[config.mk]
export PLATFORM = sky130hd
export DESIGN_NAME = adc_device_flat
export DESIGN_NICKNAME = d
export VERILOG_FILES = /design/src/include/adc_pkg.sv /design/src/include/adc_link_if.sv /design/src/rtl/adc_device.sv /design/src/rtl/edge_sync.sv /design/src/flat_wrapper.sv
export SDC_FILE = /design/constraint.sdc
export NUM_CORES = 1
export LEC_CHECK = 0
export BUFFER_PORTS_ARGS = -buffer_cell sky130_fd_sc_hd__buf_2
export CORE_MARGIN = 2
export CORE_UTILIZATION = 40
export CTS_BUF_LIST = sky130_fd_sc_hd__clkbuf_8
export CTS_CLUSTER_SIZE = 25
export DETAILED_ROUTE_END_ITERATION = 10
export PLACE_DENSITY = 0.67
export SETUP_SLACK_MARGIN = 0.02
export SLEW_MARGIN = 40
export SYNTH_ARGS = -nofsm -noshare
export SYNTH_HDL_FRONTEND = slang
export SYNTH_HIERARCHICAL = 1
export SYNTH_SLANG_ARGS = --single-unit
export TNS_END_PERCENT = 10
[constraint.sdc]
create_clock -name CLK_I -period 5.27 [get_ports CLK_I]
set_clock_uncertainty 0.2 [all_clocks]
set_input_delay 1.054 -clock CLK_I [delete_from_list [all_inputs] [get_ports CLK_I]]
set_output_delay 1.054 -clock CLK_I [all_outputs]
set_load 0.02 [all_outputs]
[src/include/adc_pkg.sv]
// shared constants, types and state encodings for the converter control link
package adc_pkg;

    // ==========================================================
    // clock and timing
    localparam int CLK_PERIOD_NS   = 50;
    localparam int T_POWERUP_NS    = 1000;
    localparam int T_CONV_NS       = 4500;
    localparam int T_SCLK_HALF_NS  = 400;
    localparam int T_CS_HOLD_NS    = 500;
    localparam int T_CONV_MARGIN_NS = 500;

    function automatic int ns_to_cyc_up(input int ns);
        int c;
        c = (ns + CLK_PERIOD_NS - 1) / CLK_PERIOD_NS;
        return (c < 1) ? 1 : c;
    endfunction : ns_to_cyc_up

    localparam int POWERUP_CYC   = ns_to_cyc_up(T_POWERUP_NS);
    localparam int CONV_CYC      = ns_to_cyc_up(T_CONV_NS);
    localparam int SCLK_HALF_CYC = ns_to_cyc_up(T_SCLK_HALF_NS);
    localparam int CS_HOLD_CYC   = ns_to_cyc_up(T_CS_HOLD_NS);
    localparam int CONV_WAIT_CYC = ns_to_cyc_up(T_CONV_NS + T_CONV_MARGIN_NS);

    // ==========================================================
    // widths and types
    localparam int RESULT_BITS = 8;
    localparam int TMR_W       = 8;
    localparam int CNT_W       = 4;

    typedef logic [RESULT_BITS-1:0] result_t;
    typedef logic [TMR_W-1:0]       tmr_t;
    typedef logic [CNT_W-1:0]       bitcnt_t;

    localparam tmr_t    POWERUP_TMR   = tmr_t'(POWERUP_CYC);
    localparam tmr_t    CONV_TMR      = tmr_t'(CONV_CYC);
    localparam tmr_t    SCLK_HALF_TMR = tmr_t'(SCLK_HALF_CYC);
    localparam tmr_t    CS_HOLD_TMR   = tmr_t'(CS_HOLD_CYC);
    localparam tmr_t    CONV_WAIT_TMR = tmr_t'(CONV_WAIT_CYC);
    localparam tmr_t    TMR_ONE       = 8'h01;
    localparam tmr_t    TMR_ZERO      = 8'h00;
    localparam bitcnt_t BIT_LAST      = bitcnt_t'(RESULT_BITS);
    localparam bitcnt_t BIT_ZERO      = 4'h0;
    localparam bitcnt_t BIT_ONE       = 4'h1;
    localparam result_t RESULT_RESET  = 8'h00;

    // ==========================================================
    // state machines
    typedef enum logic [1:0] {
        DEV_OFF,
        DEV_POWERUP,
        DEV_READY,
        DEV_CONVERT
    } dev_state_e;

    typedef enum logic [2:0] {
        HOST_IDLE,
        HOST_WAKE,
        HOST_CONV_LOW,
        HOST_CONV_WAIT,
        HOST_GAP,
        HOST_READ
    } host_state_e;

endpackage : adc_pkg

[src/include/adc_link_if.sv]
// three-wire link between the converter and its serial clock master
`timescale 1ns/1ns
`default_nettype none

interface adc_link_if;
    logic conversion_start_n;
    logic sclk;
    logic dout;
    logic dout_oe_n;
    logic dout_line;

    // released line floats high through a pull-up
    assign dout_line = dout_oe_n ? 1'b1 : dout;

    modport device (
        input  conversion_start_n,
        input  sclk,
        output dout,
        output dout_oe_n
    );

    modport host (
        output conversion_start_n,
        output sclk,
        input  dout_line
    );
endinterface : adc_link_if

`default_nettype wire

[src/rtl/adc_device.sv]
// converter control end: power modes, conversion timer and read-only serial port
`timescale 1ns/1ns
`default_nettype none

// Function
// starts powered down, wakes in 1 us
// start-pin rising edge wakes the device
// falling edge holds and converts for 4.5 us
// conversion end loads result, samples start pin
// start still low at end powers down
// host raises start before end to stay up
// early falling edge waits out power-up first
// rising edge enables the serial port
// early read returns previous result
// load deferred until running read finishes
// serial port works while powered down
// host never spans a read over rise
// each rising edge clears bit counter
// extra serial clocks after eight ignored
// eighth falling clock resets the counter
// bits appear on rising serial clock edges
// data released on eighth falling edge
// nothing shifts before a start rising edge
// continuous or burst serial clock both work
// host holds start low at power-on
// straight binary code, step is reference/256
// eight bits leave most significant first
module adc_device
    import adc_pkg::*;
(
    input  wire logic    CLK_I,
    input  wire logic    RESET_N_I,
    adc_link_if.device   LINK,
    input  wire result_t ANALOG_CODE_I,
    output logic         POWERED_O,
    output logic         CONVERTING_O,
    output result_t      RESULT_O
);

    // ==========================================================
    // pin synchronisers
    logic cs_level;
    logic cs_rise;
    logic cs_fall;
    logic sclk_rise;
    logic sclk_fall;

    edge_sync #(.RESET_VAL(1'b0)) u_cs_sync (
        .clk_i     (CLK_I),
        .reset_n_i (RESET_N_I),
        .async_i   (LINK.conversion_start_n),
        .level_o   (cs_level),
        .rise_o    (cs_rise),
        .fall_o    (cs_fall)
    );

    // the serial clock may stop between bursts; only its edges matter
    edge_sync #(.RESET_VAL(1'b0)) u_sclk_sync (
        .clk_i     (CLK_I),
        .reset_n_i (RESET_N_I),
        .async_i   (LINK.sclk),
        .level_o   (),
        .rise_o    (sclk_rise),
        .fall_o    (sclk_fall)
    );

    // ==========================================================
    // power and conversion state
    dev_state_e state_q;
    dev_state_e state_d;
    tmr_t       tmr_q;
    tmr_t       tmr_d;
    logic       pend_conv_q;
    logic       pend_conv_d;
    result_t    hold_q;
    result_t    hold_d;
    result_t    result_q;
    result_t    result_d;
    logic       pend_load_q;
    logic       pend_load_d;
    logic       conv_end;

    // ==========================================================
    // serial port state
    result_t    shreg_q;
    result_t    shreg_d;
    bitcnt_t    bitcnt_q;
    bitcnt_t    bitcnt_d;
    logic       port_en_q;
    logic       port_en_d;
    logic       dout_q;
    logic       dout_d;
    logic       oe_n_q;
    logic       oe_n_d;
    logic       reading;

    assign conv_end = (state_q == DEV_CONVERT) && (tmr_q == TMR_ONE);
    assign reading  = port_en_q && (bitcnt_q != BIT_ZERO);

    // ==========================================================
    // power and conversion next state
    always_comb begin
        state_d     = state_q;
        tmr_d       = tmr_q;
        pend_conv_d = pend_conv_q;
        hold_d      = hold_q;
        result_d    = result_q;
        pend_load_d = pend_load_q;
        case (state_q)
            DEV_OFF: begin
                if (cs_rise) begin
                    state_d     = DEV_POWERUP;
                    tmr_d       = POWERUP_TMR;
                    pend_conv_d = 1'b0;
                end
            end
            DEV_POWERUP: begin
                if (cs_fall) begin
                    pend_conv_d = 1'b1;
                end
                if (tmr_q == TMR_ONE) begin
                    if (pend_conv_q || cs_fall) begin
                        state_d     = DEV_CONVERT;
                        tmr_d       = CONV_TMR;
                        hold_d      = ANALOG_CODE_I;
                        pend_conv_d = 1'b0;
                    end else begin
                        state_d = DEV_READY;
                        tmr_d   = TMR_ZERO;
                    end
                end else begin
                    tmr_d = tmr_q - TMR_ONE;
                end
            end
            DEV_READY: begin
                if (cs_fall) begin
                    state_d = DEV_CONVERT;
                    tmr_d   = CONV_TMR;
                    hold_d  = ANALOG_CODE_I;
                end
            end
            DEV_CONVERT: begin
                if (conv_end) begin
                    result_d    = hold_q;
                    pend_load_d = 1'b1;
                    tmr_d       = TMR_ZERO;
                    // level sampled at the end picks the mode
                    if (!cs_level) begin
                        state_d = DEV_OFF;
                    end else begin
                        state_d = DEV_READY;
                    end
                end else begin
                    tmr_d = tmr_q - TMR_ONE;
                end
            end
            default: begin
                state_d = DEV_OFF;
                tmr_d   = TMR_ZERO;
            end
        endcase
        // a read in flight keeps the old word stable until it is over
        // a new result in the same cycle keeps the flag set
        if (pend_load_q && !reading && !conv_end) begin
            pend_load_d = 1'b0;
        end
    end

    always_ff @(posedge CLK_I or negedge RESET_N_I) begin
        if (!RESET_N_I) begin
            state_q     <= DEV_OFF;
            tmr_q       <= TMR_ZERO;
            pend_conv_q <= 1'b0;
            hold_q      <= RESULT_RESET;
            result_q    <= RESULT_RESET;
            pend_load_q <= 1'b0;
        end else begin
            state_q     <= state_d;
            tmr_q       <= tmr_d;
            pend_conv_q <= pend_conv_d;
            hold_q      <= hold_d;
            result_q    <= result_d;
            pend_load_q <= pend_load_d;
        end
    end

    // ==========================================================
    // serial port next state; it never looks at the power state
    always_comb begin
        shreg_d   = shreg_q;
        bitcnt_d  = bitcnt_q;
        port_en_d = port_en_q;
        dout_d    = dout_q;
        oe_n_d    = oe_n_q;
        if (pend_load_q && !reading) begin
            shreg_d = result_q;
        end
        if (cs_rise) begin
            port_en_d = 1'b1;
            bitcnt_d  = BIT_ZERO;
        end else if (port_en_q) begin
            if (sclk_rise && (bitcnt_q != BIT_LAST)) begin
                dout_d   = shreg_q[RESULT_BITS-1];
                // rotate so a second read of the same word still sees it
                shreg_d  = {shreg_q[RESULT_BITS-2:0], shreg_q[RESULT_BITS-1]};
                oe_n_d   = 1'b0;
                bitcnt_d = bitcnt_q + BIT_ONE;
            end else if (sclk_fall && (bitcnt_q == BIT_LAST)) begin
                oe_n_d    = 1'b1;
                bitcnt_d  = BIT_ZERO;
                port_en_d = 1'b0;
            end
        end
    end

    always_ff @(posedge CLK_I or negedge RESET_N_I) begin
        if (!RESET_N_I) begin
            shreg_q   <= RESULT_RESET;
            bitcnt_q  <= BIT_ZERO;
            port_en_q <= 1'b0;
            dout_q    <= 1'b0;
            oe_n_q    <= 1'b1;
        end else begin
            shreg_q   <= shreg_d;
            bitcnt_q  <= bitcnt_d;
            port_en_q <= port_en_d;
            dout_q    <= dout_d;
            oe_n_q    <= oe_n_d;
        end
    end

    // ==========================================================
    // status outputs, registered
    logic    powered_q;
    logic    converting_q;
    result_t result_out_q;

    always_ff @(posedge CLK_I or negedge RESET_N_I) begin
        if (!RESET_N_I) begin
            powered_q    <= 1'b0;
            converting_q <= 1'b0;
            result_out_q <= RESULT_RESET;
        end else begin
            powered_q    <= (state_d != DEV_OFF);
            converting_q <= (state_d == DEV_CONVERT);
            result_out_q <= result_d;
        end
    end

    assign POWERED_O      = powered_q;
    assign CONVERTING_O   = converting_q;
    assign RESULT_O       = result_out_q;
    assign LINK.dout      = dout_q;
    assign LINK.dout_oe_n = oe_n_q;

endmodule : adc_device

`default_nettype wire

[src/rtl/edge_sync.sv]
// two-flop synchroniser with level and edge outputs
`timescale 1ns/1ns
`default_nettype none

module edge_sync #(
    parameter logic RESET_VAL = 1'b0
) (
    input  wire logic clk_i,
    input  wire logic reset_n_i,
    input  wire logic async_i,
    output logic      level_o,
    output logic      rise_o,
    output logic      fall_o
);
    logic meta_q;
    logic sync_q;
    logic prev_q;

    always_ff @(posedge clk_i or negedge reset_n_i) begin
        if (!reset_n_i) begin
            meta_q <= RESET_VAL;
            sync_q <= RESET_VAL;
            prev_q <= RESET_VAL;
        end else begin
            meta_q <= async_i;
            sync_q <= meta_q;
            prev_q <= sync_q;
        end
    end

    assign level_o = sync_q;
    assign rise_o  = sync_q & ~prev_q;
    assign fall_o  = ~sync_q & prev_q;
endmodule : edge_sync

`default_nettype wire

[src/flat_wrapper.sv]
// flat-port wrapper written by rule: the top's interface ports become plain ports
module adc_device_flat import adc_pkg::*;
  (CLK_I, RESET_N_I, ANALOG_CODE_I, POWERED_O, CONVERTING_O, RESULT_O, LINK_conversion_start_n, LINK_sclk, LINK_dout, LINK_dout_oe_n);
  adc_link_if LINK_i ();
  input  wire logic CLK_I;
  input  wire logic RESET_N_I;
  input  wire result_t ANALOG_CODE_I;
  output logic POWERED_O;
  output logic CONVERTING_O;
  output result_t RESULT_O;
  input wire logic [$bits(LINK_i.conversion_start_n)-1:0] LINK_conversion_start_n;
  input wire logic [$bits(LINK_i.sclk)-1:0] LINK_sclk;
  output wire logic [$bits(LINK_i.dout)-1:0] LINK_dout;
  output wire logic [$bits(LINK_i.dout_oe_n)-1:0] LINK_dout_oe_n;
  assign LINK_i.conversion_start_n = LINK_conversion_start_n;
  assign LINK_i.sclk = LINK_sclk;
  assign LINK_dout = LINK_i.dout;
  assign LINK_dout_oe_n = LINK_i.dout_oe_n;
  adc_device u_core (.CLK_I(CLK_I), .RESET_N_I(RESET_N_I), .LINK(LINK_i), .ANALOG_CODE_I(ANALOG_CODE_I), .POWERED_O(POWERED_O), .CONVERTING_O(CONVERTING_O), .RESULT_O(RESULT_O));
endmodule
## Yosys cells after proc, flatten, opt, wreduce, memory -nomap -nowiden

Index checks and enable logic that the tools add are counted.

- $add $sub $neg: 2
- $mul: 0
- Div/mod/pow operators: 0
- Order comparisons: 0
- Equal/unequal tests: 11
- Shift operators: 0
- Multiplexer cells: 39
- Bitwise gates (word level): 9
- Reductions and logical operators: 27

Operators by type and width:

| cell | number |
|---|---|
| 8-bit two-way mux | 11 |
| 8-bit case mux with 4 select lines | 1 |
| 4-bit two-way mux | 4 |
| 8-bit case mux with 2 select lines | 1 |
| 1-bit two-way mux | 14 |
| 2-bit nonzero test | 7 |
| 2-bit two-way mux | 5 |
| 2-bit AND reduction | 5 |
| 8-bit by 1-bit == test with 1-bit output (second input constant) | 1 |
| 2-bit by 1-bit != test with 1-bit output (second input constant) | 4 |
| 2-bit case mux with 4 select lines | 1 |
| 8-bit by 1-bit subtractor with 8-bit output (second input constant) | 1 |
| 7-bit two-way mux | 1 |
| 2-bit == test (second input constant) | 3 |
| 1-bit logical AND | 6 |
| 3-bit AND reduction | 2 |
| 1-bit inverter | 5 |
| 4-bit by 1-bit adder with 4-bit output (second input constant) | 1 |
| 1-bit bitwise AND | 4 |
| 4-bit == test (second input constant) | 1 |
| 4-bit != test (second input constant) | 1 |
| 4-bit AND reduction | 1 |
| 4-bit nonzero test | 1 |
| 3-bit nonzero test | 1 |
| other kinds (5) | 6 |

- Register bits: 51
- Latch bits: 0
- RAM bits: 0
- Memory bits (read-only): 0
- Input bits: 12
- Memories: 0

## Longest topological paths before layout

Gate-level depths: netlist (run 1).

- Depth in word-level cells: 8
- Gate-level depth with buffers: 7
- Gate-level depth less buffers: 6

## By module

The synthesis (run 1) kept the hierarchy.

By module, submodules not included:

| module | times used | cells each | area each (um2) | sequential area each (um2) |
|---|---|---|---|---|
| adc_device | 1 | 190 | 2125.8 | 1127.3 |
| edge_sync | 2 | 5 | 90.1 | 75.1 |

## Least setup slack after synthesis (run 1)

Ideal clock, no wire load.

- Path kind: register to register
- From: reg u_core.tmr_q[2]
- To: reg u_core.result_out_q[0], in the netlist u_core/RESULT_O[0]
- Setup time: 125 ps
- Arrival time: 1918 ps
- Required time: 4945 ps
- Slack: 3028 ps
- Stages on the path, launching flop included: 6
- Cell sequence: dfrtp_1 or4_1 buf_2 nor3_2 nor3b_4 mux2_2

- Cells in the longest elaborated chain, start to end: 3

RTL lines:

| item | RTL line | RTL |
|---|---|---|
| start, declared | adc_device.sv:71 | `tmr_t tmr_q;` |
| start signal, assigned | adc_device.sv:179 | `tmr_q <= tmr_d;` |
| 8-bit by 1-bit == test with 1-bit output | adc_device.sv:97 | `assign conv_end = (state_q == DEV_CONVERT) && (tmr_q == TMR_ONE);` |
| 1-bit logical AND | adc_device.sv:97 |  |
| 2-bit AND reduction (no source line) | -- |  |
| end signal, assigned | adc_device.sv:246 | `result_out_q <= result_d;` |
| end, declared | adc_device.sv:236 | `result_t result_out_q;` |

No other way between the ends.
A chain may end at the register's enable or synchronous reset.

## Worst setup path in the final report (run 1)

- From: reg u_core.tmr_q[2]
- To: reg u_core.result_out_q[3], in the netlist u_core/RESULT_O[3]

The elaborated chain is that of the path after synthesis.

==> results of run 1 <==
per-stage QoR:
step | power (mW) | hold WS [ns] | worst slack, ns | cell area [um^2]
floorplan | 0.8112 | 0.1312 | 3.028 | 2306
global placement | 0.8962 | 0.1347 | 2.827 | 2495
detailed placement | 0.9074 | 0.1347 | 2.782 | 2499
CTS | 1.193 | 0.1554 | 2.789 | 2620
global route | 1.262 | 0.1727 | 2.666 | 2620
finish | 1.183 | 0.1543 | 2.792 | 2620
state kept, by name (all words and copies together) (netlist names), 2 cells and up:
register / count
u_core/bitcnt_q: 4
u_core/state_q: 2
u_core/hold_q: 8
u_core/shreg_q: 8
u_core/tmr_q: 8
u_core/RESULT_O: 8
Yosys cell counts (2+ instances only):
master     n
nand2b_1   2
nor2_1    12
o21ai_0   14
mux2_2    18
clkbuf_1   5
nand2_1   16
nand3_1    4
a21o_1     2
inv_1      9
and2b_2    2
nor3_1     3
a22o_1     3
mux2i_1    8
a21oi_1    8
a31oi_1    3
xnor2_1    2
dfrtp_1   50
ha_1       4
nor2b_1    4
and2_1     2
routing by layer:
layer  part of all wire (%)  global-route usage, %  up-vias  wire length (um)
li1                       -                      -      763                 -
met1                     49                  19.97      740              2004
met2                     45                  21.92       33              1840
met3                    3.3                  3.054        7               136
met4                    2.1                  6.780        0                86
met5                      0                      0        -                 0
area by class of cell:
type | instances | area (um^2)
inverters | 9 | 33.78
clock inverters | 2 | 38.79
repair buffers | 24 | 122.6
well taps | 72 | 90.09
multi-input cells | 134 | 974.7
clock buffers | 6 | 82.58
fillers | 532 | 2920
flip-flops and latches | 51 | 1277
logic make-up after synthesis:
family | synth area share, %
AOI/OAI and AO/OA | 12.64
xor gates and xnor gates | 0.7598
buffers and inverters | 2.496
muxes | 12.26
DFF | 55.40
and+or+nand+nor | 14.27
adders and majority gates | 2.170
layout by cell type (no fill, tap or decap), drive strengths merged, types with 2 or more instances in the layout:
master,n
nor3,4
inv,10
o21ai,15
nand3,4
nor4,2
nor3b,2
nand2,16
a21o,2
and2b,2
mux2i,8
a31oi,3
dfrtp,50
nor2,12
nand2b,2
a22o,3
buf,24
a21oi,8
xnor2,2
ha,4
nor2b,4
mux2,18
clkbuf,6
o31ai,2
and2,3
report_power, final:
part           leakage, nW  total, mW  switching [mW]  internal [mW]
Clock               0.0618      0.284           0.128          0.156
Combinational        0.566      0.317           0.169          0.148
Sequential           0.634      0.583          0.0913          0.491
Total                 1.26       1.18           0.388          0.795
path summary, 6_finish.rpt:
kind,start,to,slack (ns),cells past startpoint
setup / recovery,u_core/tmr_q[2]$_DFFE_PN0P_,u_core/RESULT_O[3]$_DFFE_PN0P_,2.79,4
hold / removal,u_core/u_cs_sync/meta_q$_DFF_PN0_,u_core/u_cs_sync/level_o$_DFF_PN0_,0.15,0
setup reg to reg,u_core/tmr_q[2]$_DFFE_PN0P_,u_core/RESULT_O[3]$_DFFE_PN0P_,2.79,4
hold reg to reg,u_core/u_cs_sync/meta_q$_DFF_PN0_,u_core/u_cs_sync/level_o$_DFF_PN0_,0.15,0
max in group asynchronous,RESET_N_I,u_core/pend_load_q$_DFFE_PN0P_,3.80,2
min in group asynchronous,RESET_N_I,u_core/RESULT_O[2]$_DFFE_PN0P_,0.65,2
==> flow_metrics.tcl, run 1 <==
set metrics [dict create \
    crit_family "simple AND/OR/NAND/NOR gates" \
    final_cell_count_no_fill 298 \
    tns_ns 0 \
    drv_cap 0 \
    antennaDiodeCount 0 \
    crit_chain "or4_1, nor3_2, nor3b_4, mux2_2" \
    critPathMaxFanout 9 \
    place.gp.congestion 0.8043 \
    cp_data_arrival_time_ns 2.47 \
    drcViolationCount 0 \
    overflow 0 \
    setup_viol_count_final 0 \
    worstSetupPathType "reg -> reg" \
    vias_per_cell 5.178 \
    slew_violations 0 \
    ys_seq_area_share_pct 55.40 \
    grt_pass1_wl_um 7231 \
    finalHoldViolations 0 \
    cts_tree "built" \
    core_um2 5540 \
    antenna_found_initial 0 \
    yosys_register_bits 51 \
    synth_top_area_share_pct 54.26 \
    hp-class "reg -> reg" \
    critPathSlowestCell "or4_1" \
    insertion_delay_ns 0.30 \
    grt_use_total_pct 14.53 \
    fin_crit_sh_pct 47.01 \
    cp_num_buf_inv 0 \
    rows 27 \
    drive_gt1_share_pct 26.99 \
    synth-edff-count 0 \
    drtAntennaViolNets 0 \
    timing.fmax_mhz 403.6 \
    required_ns 5.26 \
    die_h_um 79.93 \
    grt_pass1_vias 1491 \
    wire_per_inst_um 13.65 \
    fin_nets 241 \
    syn_to_final_growth_pct 13.62 \
    cts_setup_buffers 0 \
    synth.area.top_cells "dfrtp_1, mux2_2, mux2i_1" \
    ys.flop_type "dfrtp_1" \
    yosysUniqueCellTypes 49 \
    fin_crit_ns 2.478 \
    hpwl_um 2832 \
    dieArea_um2 6388 \
    status "finished clean" \
    wl_um 4068 \
    die_w_um 79.93 \
    slowest_delay_ns 0.69 \
    syn_area_um2 2306 \
    drt_iter0_drc 116 \
    root_buffer "clkbuf_8" \
    vias 1543 \
    powerDensity_nw_per_um2 451.6 \
    cts.sinks 51 \
    numPlacedInstances 290 \
    cts.path.max_buffers 2 \
    postCtsHoldBufs 0 \
    numPortBuffers 23 \
    max_slew_margin_pct 57.61 \
    ir_drop_mv 0.2364 \
    power.leakage_nw 1.262 \
    ys_warn_count 6 \
    cp-end-kind "flip-flop" \
    rsz0062_at_grt "false" \
    async_flop_share_pct 100.0 \
    cts-resized-gates 0 \
    worst_pin_slew_ns 0.6359 \
    grt_max_degree 52 \
    start_util_pct 41.62 \
    synth_top_cell_by_area "dfrtp_1" \
    synth_area_per_cell_um2 11.53 \
    syn_inst 200 \
    worstSetupStartpointType "flip-flop" \
    cts_buffers 5 \
    utilization_pct 47.29 \
    htree_levels 2 \
    path_clk_slew_ns 0.09 \
    io_pins 24 \
    synth_nets 216 \
    dr.pass1.iters 4 \
]
Note: power is estimated with default switching activity, not from simulation.
==> run 2, diff against run 1 <==
clock period = 2.58 ns   (was 5.27 ns; I/O delays follow)
==> flow_metrics.tcl, run 2 (synthesis results as in run 1) <==
set metrics [dict create \
    timing.fmax_mhz 424.2 \
    powerDensity_nw_per_um2 903.7 \
    power.leakage_nw 1.288 \
    overflow 0 \
    placed_cell_area_um2 2534 \
    power.switching_mw 0.7869 \
    wire_per_inst_um 13.72 \
    insertion_delay_ns 0.30 \
    hp-class "in -> async" \
    drtAntennaViolNets 0 \
    cts_tree "built" \
    layout_common_cells "dfrtp_1, buf_2, mux2_2" \
    htree_levels 2 \
    cp_data_arrival_time_ns 2.35 \
    dr.pass1.iters 4 \
    grt_pass1_wl_um 6920 \
    tns_ns 0 \
    drv_cap 0 \
    drt_iter0_drc 102 \
    fin_crit_ns 2.357 \
    die_h_um 79.93 \
    slew_violations 0 \
    fillers 528 \
    cp-end-kind "flip-flop" \
    final_cell_count_no_fill 302 \
    max_slew_margin_pct 63.09 \
    drive_gt1_share_pct 28.26 \
    antenna_found_initial 0 \
    power_mw 2.414 \
    final_cell_area_um2 2671 \
    setup_viol_count_final 0 \
    worst_pin_slew_ns 0.5505 \
    hpwl_um 2933 \
    worstSetupStartpointType "flip-flop" \
    antennaDiodeCount 0 \
    clkPwrFrac_pct 23.7 \
    cts.path.max_buffers 2 \
    status "complete, but fails checks" \
    numPortBuffers 23 \
    postCtsHoldBufs 0 \
    io_pins 24 \
    grt_use_total_pct 13.99 \
    vias 1567 \
    core_um2 5540 \
    syn_to_final_growth_pct 15.84 \
    rows 27 \
    ir_drop_mv 0.4073 \
    worstSetupPathType "reg -> reg" \
    cts_buffers 5 \
    dieArea_um2 6388 \
    critPathMaxFanout 9 \
    numPlacedInstances 293 \
    root_buffer "clkbuf_8" \
    grt_max_degree 30 \
    share_comb_of_total_power_pct 27.3 \
    required_ns 2.57 \
    place.gp.congestion 0.8455 \
    holdWs_ns -0.003115 \
    p_seq_share_pct 49.0 \
    grt_pass1_vias 1477 \
    cts.sinks 51 \
    die_w_um 79.93 \
    path_clk_slew_ns 0.09 \
    fin_crit_sh_pct 91.37 \
    fin_nets 245 \
    cts-resized-gates 0 \
    drcViolationCount 0 \
    rsz0062_at_grt "false" \
    intPower_mw 1.627 \
    final_common_cell "dfrtp_1" \
    vias_per_cell 5.189 \
    violations "negative hold slack" \
    finalHoldViolations 11 \
    start_util_pct 41.62 \
    wl_um 4144 \
    swShare_pct 32.59 \
]
run 2: critical path, cell delays in order, from the launching register on:
cell      delay (ns)
dfrtp_1         0.42
or4_1           0.69
nor4_4          0.38
a21boi_2        0.23
mux2_2          0.33
run 2: per-layer routing:
metal / GRT usage (%) / wire length (um) / vias to the layer above
li1: - / - / 770
met1: 19.58 / 2015 / 758
met2: 21.33 / 1952 / 39
met3: 2.376 / 176 / 0
met4: 6.102 / 0 / 0
met5: 0 / 0 / -
run 2: final timing paths:
| path | startpoint | end | slack [ns] | cells past startpoint |
|---|---|---|---|---|
| max | u_core/tmr_q[2]$_DFFE_PN0P_ | u_core/hold_q[7]$_DFFE_PN0P_ | 0.22 | 4 |
| min | RESET_N_I | u_core/tmr_q[5]$_DFFE_PN0P_ | -0.003 | 1 |
| max reg2reg | u_core/tmr_q[2]$_DFFE_PN0P_ | u_core/hold_q[7]$_DFFE_PN0P_ | 0.22 | 4 |
| min reg2reg | u_core/u_cs_sync/meta_q$_DFF_PN0_ | u_core/u_cs_sync/level_o$_DFF_PN0_ | 0.15 | 0 |
| max in group asynchronous | RESET_N_I | u_core/shreg_q[3]$_DFF_PN0_ | 1.66 | 2 |
| min in group CLK_I | LINK_conversion_start_n | u_core/u_cs_sync/meta_q$_DFF_PN0_ | 0.12 | 1 |
run 2: what timing repair did:
action	4_1_cts	5_1_grt
hold endpoints to repair	0	0
endpoints found under the setup margin	0	8
setup buffers	0	1
run 2: through the flow:
step / setup slack (ns) / util, %
2_1_floorplan: 0.3378 / -
3_3_place_gp: 0.1288 / 45.66
3_5_place_dp: 0.1100 / 45.73
4_1_cts: 0.08479 / 47.85
5_1_grt: 0.1146 / 48.22
6_report: 0.2227 / 48.22
run 2: layout make-up:
cell class	instances	area, um^2	share of cell area (%)
Multi-Input combinational cell	134	974.7	36.49
Clock buffer	6	82.58	3.091
Clock inverter	2	35.03	1.311
Sequential cell	51	1277	47.82
Tap cell	72	90.09	3.372
Inverter	9	33.78	1.265
Timing Repair Buffer	28	177.7	6.651
run 2: power groups by stage:
stage          Clock [mW]  Combinational, mW  Sequential, mW
6_report            0.573              0.660            1.18
5_1_grt             0.621              0.730            1.21
4_1_cts             0.592              0.663            1.18
3_5_place_dp            0              0.660            1.20
3_3_place_gp            0              0.648            1.19
2_1_floorplan           0              0.451            1.21
